## src/verilog/usd_map.vh

```
// Purpose: Constants for the serial port status and baud divisor block
// Assumes: Byte-wide I/O bus with three address bits
// Notes:   Offsets are address codes, not byte addresses
//
// Overview of operation
// - Line status is read-only; flags in bits one to four raise a line interrupt
// - Receive-ready bit sets on a character arriving, clears on receive buffer read
// - Overrun bit sets when an unread character is replaced; line status read clears
// - Parity mismatch bit sets on wrong parity; line status read clears it
// - Framing bit sets when the stop bit is missing; line status read clears it
// - Break bit sets when input stays low a whole character; read clears it
// - Holding-empty bit sets on transfer to shifter, interrupts if enabled, write clears
// - Transmitter-idle bit is one only while holding buffer and shifter are empty
// - Modem change bits set on input change, clear on read, interrupt if enabled
// - Change bits zero to three track CTS, DSR, bell line and carrier inputs
// - Modem bit four is inverted CTS, or the RTS control bit in loopback
// - Modem bit five is inverted bell line input, or DTR control bit in loopback
// - Modem bit six is inverted DSR input, or control bit two in loopback
// - Modem bit seven is inverted carrier input, or control bit three in loopback
// - Sixteen-bit divisor in two byte registers divides the 1.8432 MHz reference
// - Control bit four selects loopback; control bits five to seven read zero
// - Format bit seven steers the two lowest selects onto the divisor bytes
// - Interrupt priority: line, receive, transmit, modem; identity shows the highest
`ifndef USD_MAP_VH
`define USD_MAP_VH

// Address codes
`define USD_OFF_DATA     3'h0
`define USD_OFF_MASK     3'h1
`define USD_OFF_IDENT    3'h2
`define USD_OFF_FORMAT   3'h3
`define USD_OFF_CONTROL  3'h4
`define USD_OFF_LINE     3'h5
`define USD_OFF_MODEM    3'h6
`define USD_OFF_SCRATCH  3'h7

// Format register fields
`define USD_FMT_STOP     2
`define USD_FMT_PAR_EN   3
`define USD_FMT_EVEN     4
`define USD_FMT_FORCE    5
`define USD_FMT_BREAK    6
`define USD_FMT_DIVSEL   7

// Control register fields
`define USD_CTL_DTR      0
`define USD_CTL_RTS      1
`define USD_CTL_LOOP     4

// Reset values
`define USD_RST_DIVISOR  16'h000C
`define USD_RST_BYTE     8'h00

// Timing counts in sampling ticks
`define USD_TICKS_BIT    9'd16
`define USD_TICKS_HALF   4'd7
`define USD_TICKS_STOP1  9'd16
`define USD_TICKS_STOP15 9'd24
`define USD_TICKS_STOP2  9'd32

`endif

```

## src/verilog/usd_uart.v

```verilog
// Purpose: Serial port line and modem status, baud divisor, receiver and transmitter
// Assumes: Reference clock arrives as a slow pin and is sampled on clk
// Notes:   Register reads return data one clock after the read strobe
`timescale 1ns/1ps
`default_nettype none
`include "usd_map.vh"

module usd_uart (
  // Clock and reset
  input  wire       clk,
  input  wire       rst_n,
  // I/O bus
  input  wire       cs,
  input  wire [2:0] addr,
  input  wire       rd_stb,
  input  wire       wr_stb,
  input  wire [7:0] wdata,
  output reg  [7:0] rdata_ff,
  // Reference clock pin
  input  wire       ref_clk,
  // Serial data
  input  wire       rxd,
  output reg        txd_ff,
  // Modem lines, active low
  input  wire       cts_n,
  input  wire       dsr_n,
  input  wire       bell_line_n,
  input  wire       carrier_n,
  output reg        rts_n_ff,
  output reg        dtr_n_ff,
  // Interrupt request
  output reg        intr_ff
);

  localparam RX_IDLE  = 2'd0;
  localparam RX_START = 2'd1;
  localparam RX_BITS  = 2'd2;
  localparam RX_STOP  = 2'd3;
  localparam [15:0] RST_DIV = `USD_RST_DIVISOR;

  // Register select with divisor steering
  function sel;
    input [2:0] a;
    input       dsel;
    input [2:0] off;
    input       need_dsel;
    begin
      sel = (a == off) && (need_dsel ? dsel : !(dsel && off[2:1] == 2'b00));
    end
  endfunction

  // Pin synchronisers
  wire [5:0] pins_in = {carrier_n, bell_line_n, dsr_n, cts_n, ref_clk, rxd};
  reg  [5:0] meta_ff;
  reg  [5:0] sync_ff;
  genvar g;
  generate
    for (g = 0; g < 6; g = g + 1) begin : g_sync
      always @(posedge clk or negedge rst_n) begin
        if (!rst_n) begin
          meta_ff[g] <= 1'b1;
          sync_ff[g] <= 1'b1;
        end else begin
          meta_ff[g] <= pins_in[g];
          sync_ff[g] <= meta_ff[g];
        end
      end
    end
  endgenerate

  // Software registers
  reg  [7:0] byte_format_ff;
  reg  [7:0] interrupt_mask_ff;
  reg  [4:0] line_control_outputs_ff;
  reg  [7:0] scratch_ff;
  reg  [7:0] baud_divisor_low_ff;
  reg  [7:0] baud_divisor_high_ff;
  wire       divisor_select_bit = byte_format_ff[`USD_FMT_DIVSEL];
  wire       loop = line_control_outputs_ff[`USD_CTL_LOOP];
  wire [1:0] wl = byte_format_ff[1:0];
  wire       par_en = byte_format_ff[`USD_FMT_PAR_EN];
  wire       par_even = byte_format_ff[`USD_FMT_EVEN];
  wire       par_force = byte_format_ff[`USD_FMT_FORCE];
  wire [3:0] nd = {2'b00, wl} + 4'd5;
  wire [7:0] dmask = 8'hFF >> (3'd3 - {1'b0, wl});

  wire rd = cs & rd_stb;
  wire wr = cs & wr_stb;
  wire rx_rd   = rd & sel(addr, divisor_select_bit, `USD_OFF_DATA, 1'b0);
  wire tx_wr   = wr & sel(addr, divisor_select_bit, `USD_OFF_DATA, 1'b0);
  wire dl_wr   = wr & sel(addr, divisor_select_bit, `USD_OFF_DATA, 1'b1);
  wire dh_wr   = wr & sel(addr, divisor_select_bit, `USD_OFF_MASK, 1'b1);
  wire msk_wr  = wr & sel(addr, divisor_select_bit, `USD_OFF_MASK, 1'b0);
  wire line_rd = rd & (addr == `USD_OFF_LINE);
  wire mdm_rd  = rd & (addr == `USD_OFF_MODEM);

  always @(posedge clk or negedge rst_n) begin
    if (!rst_n) begin
      byte_format_ff          <= `USD_RST_BYTE;
      interrupt_mask_ff       <= `USD_RST_BYTE;
      line_control_outputs_ff <= 5'h00;
      scratch_ff              <= `USD_RST_BYTE;
      baud_divisor_low_ff     <= RST_DIV[7:0];
      baud_divisor_high_ff    <= RST_DIV[15:8];
    end else begin
      if (wr && addr == `USD_OFF_FORMAT)
        byte_format_ff <= wdata;
      if (msk_wr)
        interrupt_mask_ff <= {4'h0, wdata[3:0]};
      if (wr && addr == `USD_OFF_CONTROL)
        line_control_outputs_ff <= wdata[4:0];
      if (wr && addr == `USD_OFF_SCRATCH)
        scratch_ff <= wdata;
      if (dl_wr)
        baud_divisor_low_ff <= wdata;
      if (dh_wr)
        baud_divisor_high_ff <= wdata;
    end
  end

  // Sampling tick from reference edges
  wire [15:0] divisor = {baud_divisor_high_ff, baud_divisor_low_ff};
  reg  [15:0] baud_cnt_ff;
  reg         ref_prev_ff;
  reg         tick_ff;
  wire        ref_rise = sync_ff[1] & ~ref_prev_ff;
  wire        cnt_end = (divisor == 16'h0000) || (baud_cnt_ff >= divisor - 16'h0001);

  always @(posedge clk or negedge rst_n) begin
    if (!rst_n) begin
      ref_prev_ff <= 1'b1;
      baud_cnt_ff <= 16'h0000;
      tick_ff     <= 1'b0;
    end else begin
      ref_prev_ff <= sync_ff[1];
      tick_ff     <= ref_rise & cnt_end;
      if (dl_wr || dh_wr)
        baud_cnt_ff <= 16'h0000;
      else if (ref_rise)
        baud_cnt_ff <= cnt_end ? 16'h0000 : baud_cnt_ff + 16'h0001;
    end
  end

  // Transmitter
  reg  [7:0]  thr_ff;
  reg         transmit_holding_empty_ff;
  reg  [11:0] tsr_ff;
  reg  [8:0]  tx_left_ff;
  reg  [3:0]  tx_sub_ff;
  wire        tx_busy = (tx_left_ff != 9'd0);
  wire        tx_load = ~transmit_holding_empty_ff & ~tx_busy & ~tx_wr;
  wire        tx_line = tx_busy ? tsr_ff[0] : 1'b1;
  wire        tx_wire = byte_format_ff[`USD_FMT_BREAK] ? 1'b0 : tx_line;
  wire        transmitter_idle = transmit_holding_empty_ff & ~tx_busy;
  reg  [11:0] frame;
  reg  [8:0]  frame_ticks;
  reg  [7:0]  tx_data;

  always @* begin
    tx_data = thr_ff & dmask;
    frame = (12'hFFF << (nd + 4'd1)) | {3'b000, tx_data, 1'b0};
    if (par_en)
      frame[nd + 4'd1] = par_force ? ~par_even : (^tx_data) ^ ~par_even;
    frame_ticks = `USD_TICKS_BIT * ({5'h00, nd} + 9'd1 + {8'h00, par_en});
    if (!byte_format_ff[`USD_FMT_STOP])
      frame_ticks = frame_ticks + `USD_TICKS_STOP1;
    else if (wl == 2'b00)
      frame_ticks = frame_ticks + `USD_TICKS_STOP15;
    else
      frame_ticks = frame_ticks + `USD_TICKS_STOP2;
  end

  always @(posedge clk or negedge rst_n) begin
    if (!rst_n) begin
      thr_ff                    <= 8'h00;
      transmit_holding_empty_ff <= 1'b1;
      tsr_ff                    <= 12'hFFF;
      tx_left_ff                <= 9'd0;
      tx_sub_ff                 <= 4'd0;
    end else begin
      if (tx_wr) begin
        thr_ff                    <= wdata;
        transmit_holding_empty_ff <= 1'b0;
      end else if (tx_load) begin
        transmit_holding_empty_ff <= 1'b1;
      end
      if (tx_load) begin
        tsr_ff     <= frame;
        tx_left_ff <= frame_ticks;
        tx_sub_ff  <= 4'd0;
      end else if (tick_ff && tx_busy) begin
        tx_left_ff <= tx_left_ff - 9'd1;
        tx_sub_ff  <= tx_sub_ff + 4'd1;
        if (tx_sub_ff == 4'd15)
          tsr_ff <= {1'b1, tsr_ff[11:1]};
      end
    end
  end

  // Receiver
  reg  [1:0] rx_state_ff;
  reg  [3:0] rx_sub_ff;
  reg  [3:0] rx_idx_ff;
  reg  [8:0] rx_sh_ff;
  reg        rx_zero_ff;
  reg  [7:0] rbr_ff;
  reg        receive_data_ready_ff;
  reg        overrun_ff;
  reg        parity_mismatch_flag_ff;
  reg        framing_flag_ff;
  reg        break_seen_flag_ff;
  wire       rx_in = loop ? tx_wire : sync_ff[0];
  wire [3:0] rx_nbits = nd + {3'b000, par_en};
  wire [8:0] rx_word = rx_sh_ff >> (4'd9 - rx_nbits);
  wire [7:0] rx_data = rx_word[7:0] & dmask;
  wire       rx_pbit = rx_sh_ff[8];
  wire       rx_done = tick_ff && rx_state_ff == RX_STOP && rx_sub_ff == 4'd15;
  wire       par_bad = par_en & (par_force ? (rx_pbit != ~par_even)
                                           : (((^rx_data) ^ rx_pbit) != ~par_even));

  always @(posedge clk or negedge rst_n) begin
    if (!rst_n) begin
      rx_state_ff <= RX_IDLE;
      rx_sub_ff   <= 4'd0;
      rx_idx_ff   <= 4'd0;
      rx_sh_ff    <= 9'h000;
      rx_zero_ff  <= 1'b0;
      rbr_ff      <= 8'h00;
    end else if (tick_ff) begin
      rx_sub_ff <= rx_sub_ff + 4'd1;
      case (rx_state_ff)
        RX_IDLE: begin
          rx_sub_ff <= 4'd0;
          if (!rx_in)
            rx_state_ff <= RX_START;
        end
        RX_START: begin
          if (rx_sub_ff == `USD_TICKS_HALF) begin
            rx_sub_ff   <= 4'd0;
            rx_idx_ff   <= 4'd0;
            rx_zero_ff  <= 1'b1;
            rx_state_ff <= rx_in ? RX_IDLE : RX_BITS;
          end
        end
        RX_BITS: begin
          if (rx_sub_ff == 4'd15) begin
            rx_sh_ff   <= {rx_in, rx_sh_ff[8:1]};
            rx_zero_ff <= rx_zero_ff & ~rx_in;
            rx_idx_ff  <= rx_idx_ff + 4'd1;
            if (rx_idx_ff == rx_nbits - 4'd1)
              rx_state_ff <= RX_STOP;
          end
        end
        RX_STOP: begin
          if (rx_sub_ff == 4'd15) begin
            rbr_ff      <= rx_data;
            rx_state_ff <= RX_IDLE;
          end
        end
        default: rx_state_ff <= RX_IDLE;
      endcase
    end
  end

  // Line status flags, set wins over clear
  always @(posedge clk or negedge rst_n) begin
    if (!rst_n) begin
      receive_data_ready_ff   <= 1'b0;
      overrun_ff              <= 1'b0;
      parity_mismatch_flag_ff <= 1'b0;
      framing_flag_ff         <= 1'b0;
      break_seen_flag_ff      <= 1'b0;
    end else begin
      receive_data_ready_ff <= rx_done | (receive_data_ready_ff & ~rx_rd);
      overrun_ff <= (rx_done & receive_data_ready_ff & ~rx_rd)
                    | (overrun_ff & ~line_rd);
      parity_mismatch_flag_ff <= (rx_done & par_bad)
                                 | (parity_mismatch_flag_ff & ~line_rd);
      framing_flag_ff <= (rx_done & ~rx_in) | (framing_flag_ff & ~line_rd);
      break_seen_flag_ff <= (rx_done & ~rx_in & rx_zero_ff)
                            | (break_seen_flag_ff & ~line_rd);
    end
  end

  wire [7:0] line_status = {1'b0, transmitter_idle, transmit_holding_empty_ff,
                            break_seen_flag_ff, framing_flag_ff, parity_mismatch_flag_ff,
                            overrun_ff, receive_data_ready_ff};

  // Modem status
  wire [3:0] modem_eff = loop ? {line_control_outputs_ff[3:2],
                                 line_control_outputs_ff[`USD_CTL_DTR],
                                 line_control_outputs_ff[`USD_CTL_RTS]}
                              : ~sync_ff[5:2];
  reg  [3:0] modem_prev_ff;
  reg  [3:0] modem_delta_ff;
  wire       cts_changed       = modem_delta_ff[0];
  wire       dsr_changed       = modem_delta_ff[1];
  wire       bell_line_changed = modem_delta_ff[2];
  wire       cts_level         = modem_eff[0];
  wire       data_set_level    = loop ? modem_eff[1] : modem_eff[2];
  wire       bell_line_level   = loop ? modem_eff[2] : modem_eff[1];
  wire       carrier_level     = modem_eff[3];
  wire [7:0] modem_status = {carrier_level, bell_line_level, data_set_level, cts_level,
                             modem_delta_ff[3], bell_line_changed, dsr_changed, cts_changed};

  always @(posedge clk or negedge rst_n) begin
    if (!rst_n) begin
      modem_prev_ff  <= 4'h0;
      modem_delta_ff <= 4'h0;
    end else begin
      modem_prev_ff  <= modem_eff;
      modem_delta_ff <= (modem_eff ^ modem_prev_ff)
                        | (modem_delta_ff & ~{4{mdm_rd}});
    end
  end

  // Interrupt priority and identity
  wire       src_line = interrupt_mask_ff[2] & (|line_status[4:1]);
  wire       src_rx   = interrupt_mask_ff[0] & receive_data_ready_ff;
  wire       src_tx   = interrupt_mask_ff[1] & transmit_holding_empty_ff;
  wire       src_mdm  = interrupt_mask_ff[3] & (|modem_delta_ff);
  wire       pending  = src_line | src_rx | src_tx | src_mdm;
  wire [1:0] src_code = src_line ? 2'b11 : src_rx ? 2'b10 :
                        src_tx ? 2'b01 : 2'b00;
  // Receive reads as bit 2 set, transmit as bit 1 set
  wire [7:0] ident = {5'h00, src_code[1], src_code[0], ~pending};

  // Read data and pins
  reg  [7:0] rd_mux;
  always @* begin
    case (addr)
      `USD_OFF_DATA:    rd_mux = divisor_select_bit ? baud_divisor_low_ff : rbr_ff;
      `USD_OFF_MASK:    rd_mux = divisor_select_bit ? baud_divisor_high_ff : interrupt_mask_ff;
      `USD_OFF_IDENT:   rd_mux = ident;
      `USD_OFF_FORMAT:  rd_mux = byte_format_ff;
      `USD_OFF_CONTROL: rd_mux = {3'b000, line_control_outputs_ff};
      `USD_OFF_LINE:    rd_mux = line_status;
      `USD_OFF_MODEM:   rd_mux = modem_status;
      default:          rd_mux = scratch_ff;
    endcase
  end

  always @(posedge clk or negedge rst_n) begin
    if (!rst_n) begin
      rdata_ff <= 8'h00;
      txd_ff   <= 1'b1;
      rts_n_ff <= 1'b1;
      dtr_n_ff <= 1'b1;
      intr_ff  <= 1'b0;
    end else begin
      if (rd)
        rdata_ff <= rd_mux;
      txd_ff   <= loop ? 1'b1 : tx_wire;
      rts_n_ff <= loop | ~line_control_outputs_ff[`USD_CTL_RTS];
      dtr_n_ff <= loop | ~line_control_outputs_ff[`USD_CTL_DTR];
      intr_ff  <= pending;
    end
  end

endmodule
`default_nettype wire

```

## config.mk

```make
export PLATFORM = sky130hd
export DESIGN_NAME = usd_uart
export DESIGN_NICKNAME = d
export VERILOG_FILES = /design/src/verilog/usd_uart.v
export VERILOG_INCLUDE_DIRS = /design/src /design/src/verilog
export SDC_FILE = /design/constraint.sdc
export NUM_CORES = 1
export LEC_CHECK = 0
export BUFFER_PORTS_ARGS = -buffer_cell sky130_fd_sc_hd__buf_4
export CORE_MARGIN = 2
export CORE_UTILIZATION = 56
export CTS_CLUSTER_DIAMETER = 150
export DETAILED_ROUTE_END_ITERATION = 12
export PLACE_DENSITY = 0.76
export SLEW_MARGIN = 10
export SYNTH_ARGS = -nofsm -noshare
export SYNTH_HDL_FRONTEND = slang
export SYNTH_SLANG_ARGS = --single-unit
```

## constraint.sdc

```tcl
create_clock -name clk -period 3.9 [get_ports clk]
set_clock_uncertainty 0.05 [all_clocks]
set_input_delay 0.78 -clock clk [delete_from_list [all_inputs] [get_ports clk]]
set_output_delay 0.78 -clock clk [all_outputs]
set_load 0.01 [all_outputs]
```

Word level (Yosys, flattened, before mapping)
Cells that the tools add are included.
{"block": "totals", "register_bits": 158, "in_bits": 22, "output_inout_bits": 12}
{"block": "op_classes", "n_addsub": 17, "order_cmp": 3, "n_eq_ne": 21, "n_shift": 3, "n_mux": 48, "bitwise": 61, "reduce_logical": 33}
{"op": "8-bit one-hot mux with 7 select lines", "n": 1}
{"op": "12-bit 2-to-1 mux", "n": 4}
{"op": "16-bit 2-to-1 mux", "n": 3}
{"op": "9-bit 2-to-1 mux", "n": 4}
{"op": "1-bit bitwise AND", "n": 30}
{"op": "4-bit 2-to-1 mux", "n": 6}
{"op": "9-bit by 5-bit adder with 9-bit output, second input constant", "n": 2}
{"op": "16-bit by 1-bit adder with 16-bit output, second input constant", "n": 1}
{"op": "4-bit by 1-bit adder with 4-bit output, second input constant", "n": 4}
{"op": "8-bit bitwise AND", "n": 2}
{"op": "16-bit >= comparator", "n": 1}
{"op": "16-bit zero test", "n": 1}
{"op": "2-bit 2-to-1 mux", "n": 8}
{"op": "8-bit 2-to-1 mux", "n": 2}
{"op": "4-bit one-hot mux with 2 select lines", "n": 2}
{"op": "8-bit XOR reduction", "n": 2}
{"op": "16-bit by 1-bit subtractor with 16-bit output, second input constant", "n": 1}
{"op": "1-bit 2-to-1 mux", "n": 14}
{"op": "12-bit bitwise mux", "n": 1}
{"op": "3-bit == test, second input constant", "n": 4}
{"op": "12-bit by 9-bit bitwise OR with 12-bit output", "n": 1}
{"op": "12-bit by 4-bit << shifter with 12-bit output, first input constant", "n": 1}
{"op": "1-bit logical AND", "n": 11}
{"op": "1-bit inverter", "n": 11}
{"op": "other kinds (43)", "n": 69}

Longest topological paths before layout
{"block": "logic_depth", "word_depth": 12, "ltp_mapped": 16}

Worst setup path after synthesis
OpenSTA, ideal clock, no wires.
{"block": "synth_timing", "path_type": "reg-to-reg", "startpoint": "register byte_format_ff[0]", "endpoint": "register parity_mismatch_flag_ff", "setup_ps": 122, "arrival_time_ps": 3866, "required_ps": 3728, "path_slack_ps": -137, "path_stages_with_launch": 17, "n_path_buf": 2, "period_less_slack_ps": 4037, "cell_sequence": "dfrtp_1 -> inv_1 -> ha_1 -> fa_1 -> clkbuf_1 -> inv_1 -> ha_1 -> clkbuf_1 -> mux4_2 -> a2bb2oi_1 -> nor2b_1 -> xnor2_1 -> xnor2_1 -> xnor3_1 -> nor2_1 -> xnor2_1 -> a32o_1"}
{"block": "synth_between", "elab_chain_cells": 12, "word_cells_on_any_way": 14, "cone_classes": "add/sub: 4; eq/ne: 1; shift: 2; mux: 1; bitwise: 5; reduce/logical: 1"}
{"element": "from (decl)", "line_no": "usd_uart.v:72", "text": "reg [7:0] byte_format_ff;"}
{"element": "from (signal assigned)", "line_no": "usd_uart.v:99", "text": "byte_format_ff <= `USD_RST_BYTE;"}
{"element": "from (signal assigned)", "line_no": "usd_uart.v:107", "text": "byte_format_ff <= wdata;"}
{"element": "2-bit by 3-bit adder with 4-bit output", "line_no": "usd_uart.v:84", "text": "wire [3:0] nd = {2'b00, wl} + 4'd5;"}
{"element": "4-bit by 1-bit adder with 4-bit output", "line_no": "usd_uart.v:213", "text": "wire [3:0] rx_nbits = nd + {3'b000, par_en};"}
{"element": "4-bit subtractor", "line_no": "usd_uart.v:214", "text": "wire [8:0] rx_word = rx_sh_ff >> (4'd9 - rx_nbits);"}
{"element": "9-bit by 4-bit >> shifter with 8-bit output", "line_no": "usd_uart.v:214"}
{"element": "8-bit bitwise AND *", "line_no": "usd_uart.v:215", "text": "wire [7:0] rx_data = rx_word[7:0] & dmask;"}
{"element": "8-bit XOR reduction *", "line_no": "usd_uart.v:219", "text": ": (((^rx_data) ^ rx_pbit) != ~par_even));"}
{"element": "1-bit XOR *", "line_no": "usd_uart.v:219"}
{"element": "1-bit inequality test *", "line_no": "usd_uart.v:219"}
{"element": "1-bit 2-to-1 mux *", "line_no": "usd_uart.v:218", "text": "wire par_bad = par_en & (par_force ? (rx_pbit != ~par_even)"}
{"element": "1-bit bitwise AND *", "line_no": "usd_uart.v:218"}
{"element": "1-bit bitwise AND *", "line_no": "usd_uart.v:277", "text": "parity_mismatch_flag_ff <= (rx_done & par_bad)"}
{"element": "1-bit bitwise OR *", "line_no": "usd_uart.v:278", "text": "| (parity_mismatch_flag_ff & ~line_rd);"}
{"element": "to (signal assigned)", "line_no": "usd_uart.v:277"}
{"element": "to (decl)", "line_no": "usd_uart.v:209", "text": "reg parity_mismatch_flag_ff;"}
Every way passes the cells marked *; elsewhere a longest branch is shown, timed or not.
A chain may end at the register's enable or synchronous reset.

Final worst setup path
Same ends and word-level chain as after synthesis.

==> results_dict.tcl <==
set metrics [dict create \
    pre_cts_slack_ps 346.9 \
    rsz0062_at_grt "no" \
    synth-edff-count 0 \
    grt_usage_pct 25.73 \
    peakVddDrop_mv 0.4404 \
    routed_wl_um 19980 \
    via_count 6743 \
    fin_setup_tns_ps 0 \
    slowest_delay_ps 500 \
    yosysTopAreaCellShare_pct 36.33 \
    drt.antenna.violating_nets 0 \
    vias_per_cell 5.978 \
    hold_viol_final 0 \
    synth_nets 934 \
    hpwl_um 13940 \
    fin_area_mm2 0.009862 \
    cp.arrival_ps 3860 \
    port_buffers 33 \
    synthFlopType "dfrtp_1" \
    post_cts_buffers 0 \
    drtIter0Drc 625 \
    die_y_um 129.0 \
    crit_chain "inv_1 > ha_1 > fa_1 > inv_1 > ha_1 > mux4_2 > a2bb2oi_1 > nor2b_1 > xnor2_1 > xnor2_1 > xnor3_1 > nor2_1 > xnor2_1 > a32o_1" \
    drc 0 \
    clockBufferDepth 2 \
    fin_crit_sh_pct 91.93 \
    period_needed_ps 3585 \
    cts_made_buffers 17 \
    htreeDepth 4 \
    p_seq_share_pct 38.4 \
    yosys.area.top_type "dfrtp_1" \
    fin_ws_ps 314.8 \
    grt_max_degree 99 \
    p_sw_share_pct 33.98 \
    cts_repair_resize_count 0 \
    crit_top_cell "xnor2_1" \
    p_comb_share_pct 30.6 \
    row_count 45 \
    synth_cells 874 \
    n_antenna_cell 0 \
    synth.cell_area_mm2 0.008748 \
    place_area_mm2 0.009251 \
    gp_congestion 0.9201 \
    yosys_warnings 0 \
    start_util_pct 57.33 \
    r2r_slack_ps 310 \
    start_kind "register" \
    final-setup-viol-count 0 \
    p_int_w 0.003717 \
    coreArea_mm2 0.01526 \
    die_w_um 129.0 \
    synth.distinct_cells 67 \
    synthArstFlopShare_pct 100.0 \
    synth_area_leaders "dfrtp_1 (36%), dfstp_2 (9.3%), mux2_2 (7.6%)" \
    clkPwrFrac_pct 30.9 \
    grt_pass1_wl_um 33450 \
    grt-ovfl-total 0 \
    critical_path.slowest_cell "fa_1" \
    switchingPower_w 0.001913 \
    cp-end-kind "register" \
    fin_nets 964 \
    crit_type "register to register" \
    critPathRequiredTime_ps 4170 \
    drive_gt1_share_pct 19.63 \
    clkSlewWorstSetupHoldPaths_ps 60 \
    drt-wirelength-per-cell_um 17.71 \
    worst-path-max-fanout 10 \
    hp-class "register to register" \
    grt_antenna_before_repair 0 \
    syn_avg_cell_area_um2 10.01 \
    ys_seq_area_share_pct 45.64 \
    worst_pin_slew_ps 1052 \
    max_slew_margin_pct 29.70 \
    syn2layout_area_growth_pct 12.73 \
    cap_violations 0 \
    first_pass_iters 5 \
    first_global_vias 6454 \
    hold_buffers 0 \
    insertion_delay_ps 440 \
    run_status "complete, no violations" \
    max_freq_ghz 0.2789 \
    root_buffer "clkbuf_16" \
    ys_seq_elements 158 \
    ios 34 \
    dieArea_mm2 0.01664 \
    drv_slew 0 \
    cts_tree "done" \
    cts.sinks 158 \
    p_per_area_mw_per_mm2 570.9 \
    leakagePower_nw 4.339 \
]
[cells by family after synthesis]
group | synth area share, %
compound gates | 14.06
xor+xnor | 5.664
fa+ha+maj | 5.606
buf+inv | 2.718
flops | 45.64
mux | 10.65
simple gates | 15.66
[metal layers]
| layer | routed length (um) | part of all wire, % | GRT usage, % | up-vias |
|---|---|---|---|---|
| met5 | 0 | 0 | 0 | - |
| met4 | 483 | 2.4 | 8.887 | 0 |
| met1 | 9164 | 46 | 36.77 | 3284 |
| met2 | 9244 | 46 | 39.65 | 213 |
| li1 | - | - | - | 3204 |
| met3 | 1084 | 5.4 | 4.823 | 42 |
[cell type report]
class	instances	area, um^2
Tap cell	211	264.0
Timing Repair Buffer	51	386.6
Inverter	21	78.83
Fill cell	1180	5396
Multi-Input combinational cell	655	4529
Sequential cell	158	3993
Clock buffer	18	429.2
Clock inverter	14	181.4
[per-stage QoR]
stage	hold WS (ps)	power (W)	instances	utilization, %
6_report	305.4	0.005630	1128	64.63
5_1_grt	312.8	0.005960	1128	64.63
4_1_cts	306.6	0.005652	1128	64.63
3_5_place_dp	297.0	0.003890	1096	60.63
3_3_place_gp	295.5	0.003838	1096	60.63
2_1_floorplan	295.2	0.003408	874	-
[power groups by stage]
stage	clock (W)	sequential, W	combinational, W
6_report	0.00174	0.00216	0.00172
5_1_grt	0.00183	0.00220	0.00193
4_1_cts	0.00177	0.00216	0.00173
3_5_place_dp	0	0.00218	0.00171
3_3_place_gp	0	0.00217	0.00166
2_1_floorplan	0	0.00211	0.00130
[path summary, 6_finish.rpt]
kind	from	to	cells past startpoint
worst min-delay path	meta_ff[1]	sync_ff[1]	0
worst min register to register	meta_ff[1]	sync_ff[1]	0
worst max-delay path	byte_format_ff[0]	parity_mismatch_flag_ff	14
max in group asynchronous	rst_n	tsr_ff[4]	2
worst max register to register	byte_format_ff[0]	parity_mismatch_flag_ff	14
min in group asynchronous	rst_n	baud_cnt_ff[14]	1
[cell usage after synthesis (5+ instances only)]
library cell and n:
inv_1 21, o22ai_1 7, nor2_1 63, o21a_1 5, a21o_1 11, nor3_1 24, clkbuf_1 33, dfrtp_1 127
nand3_1 17, o31ai_1 16, o211ai_1 6, mux2i_1 20, nor2b_1 11, a31oi_1 7, o21ai_0 58, a21oi_1 26
and3_1 8, nand2b_1 13, nand4_1 8, a22o_1 5, nor4_1 11, dfstp_2 31, ha_1 36, nand2_1 120
mux2_2 59, a221o_1 7, xnor2_1 41, xor2_1 13, or3_1 6
[layout by cell type (no fill, tap or decap), types with 4 or more instances in the layout]
master and instances:
o31ai_1 16, a21o_1 11, dfstp_2 31, inv_6 4, or3_1 6, o22ai_1 7, nor4_1 11, o21ai_0 58
nand2_1 120, a22o_1 5, a211oi_1 4, ha_1 36, o221ai_1 4, o211ai_1 6, mux2_2 59, mux2i_1 20
nand2b_1 13, xor2_1 13, nor2_1 63, nand4_1 8, inv_1 21, nand3_1 17, dfrtp_1 127, a31oi_1 7
nor2b_1 11, clkbuf_16 17, a221o_1 7, and3_1 8, o21a_1 5, buf_4 50, a21oi_1 26, xnor2_1 41
nor3_1 23
[critical path: cells and delay by family (launching register included)]
family,cells,cell delay [ps]
and+or+nand+nor,2,230
buffers and inverters,2,180
muxes,1,340
AOI/OAI and AO/OA,2,440
adders and majority gates,3,1170
DFF,1,400
xor gates and xnor gates,4,650
[state kept, by name (all words and copies together), names as in the netlist, 5 cells and up, named ones only]
register and cells:
sync_ff 6, byte_format_ff 8, baud_divisor_high_ff 8, rbr_ff 8, baud_cnt_ff 16, tsr_ff 12, rx_sh_ff 9, thr_ff 8
baud_divisor_low_ff 8, rdata_ff 8, scratch_ff 8, meta_ff 6, tx_left_ff 9, line_control_outputs_ff 5
No activity file was read; power rests on OpenSTA's default activity.
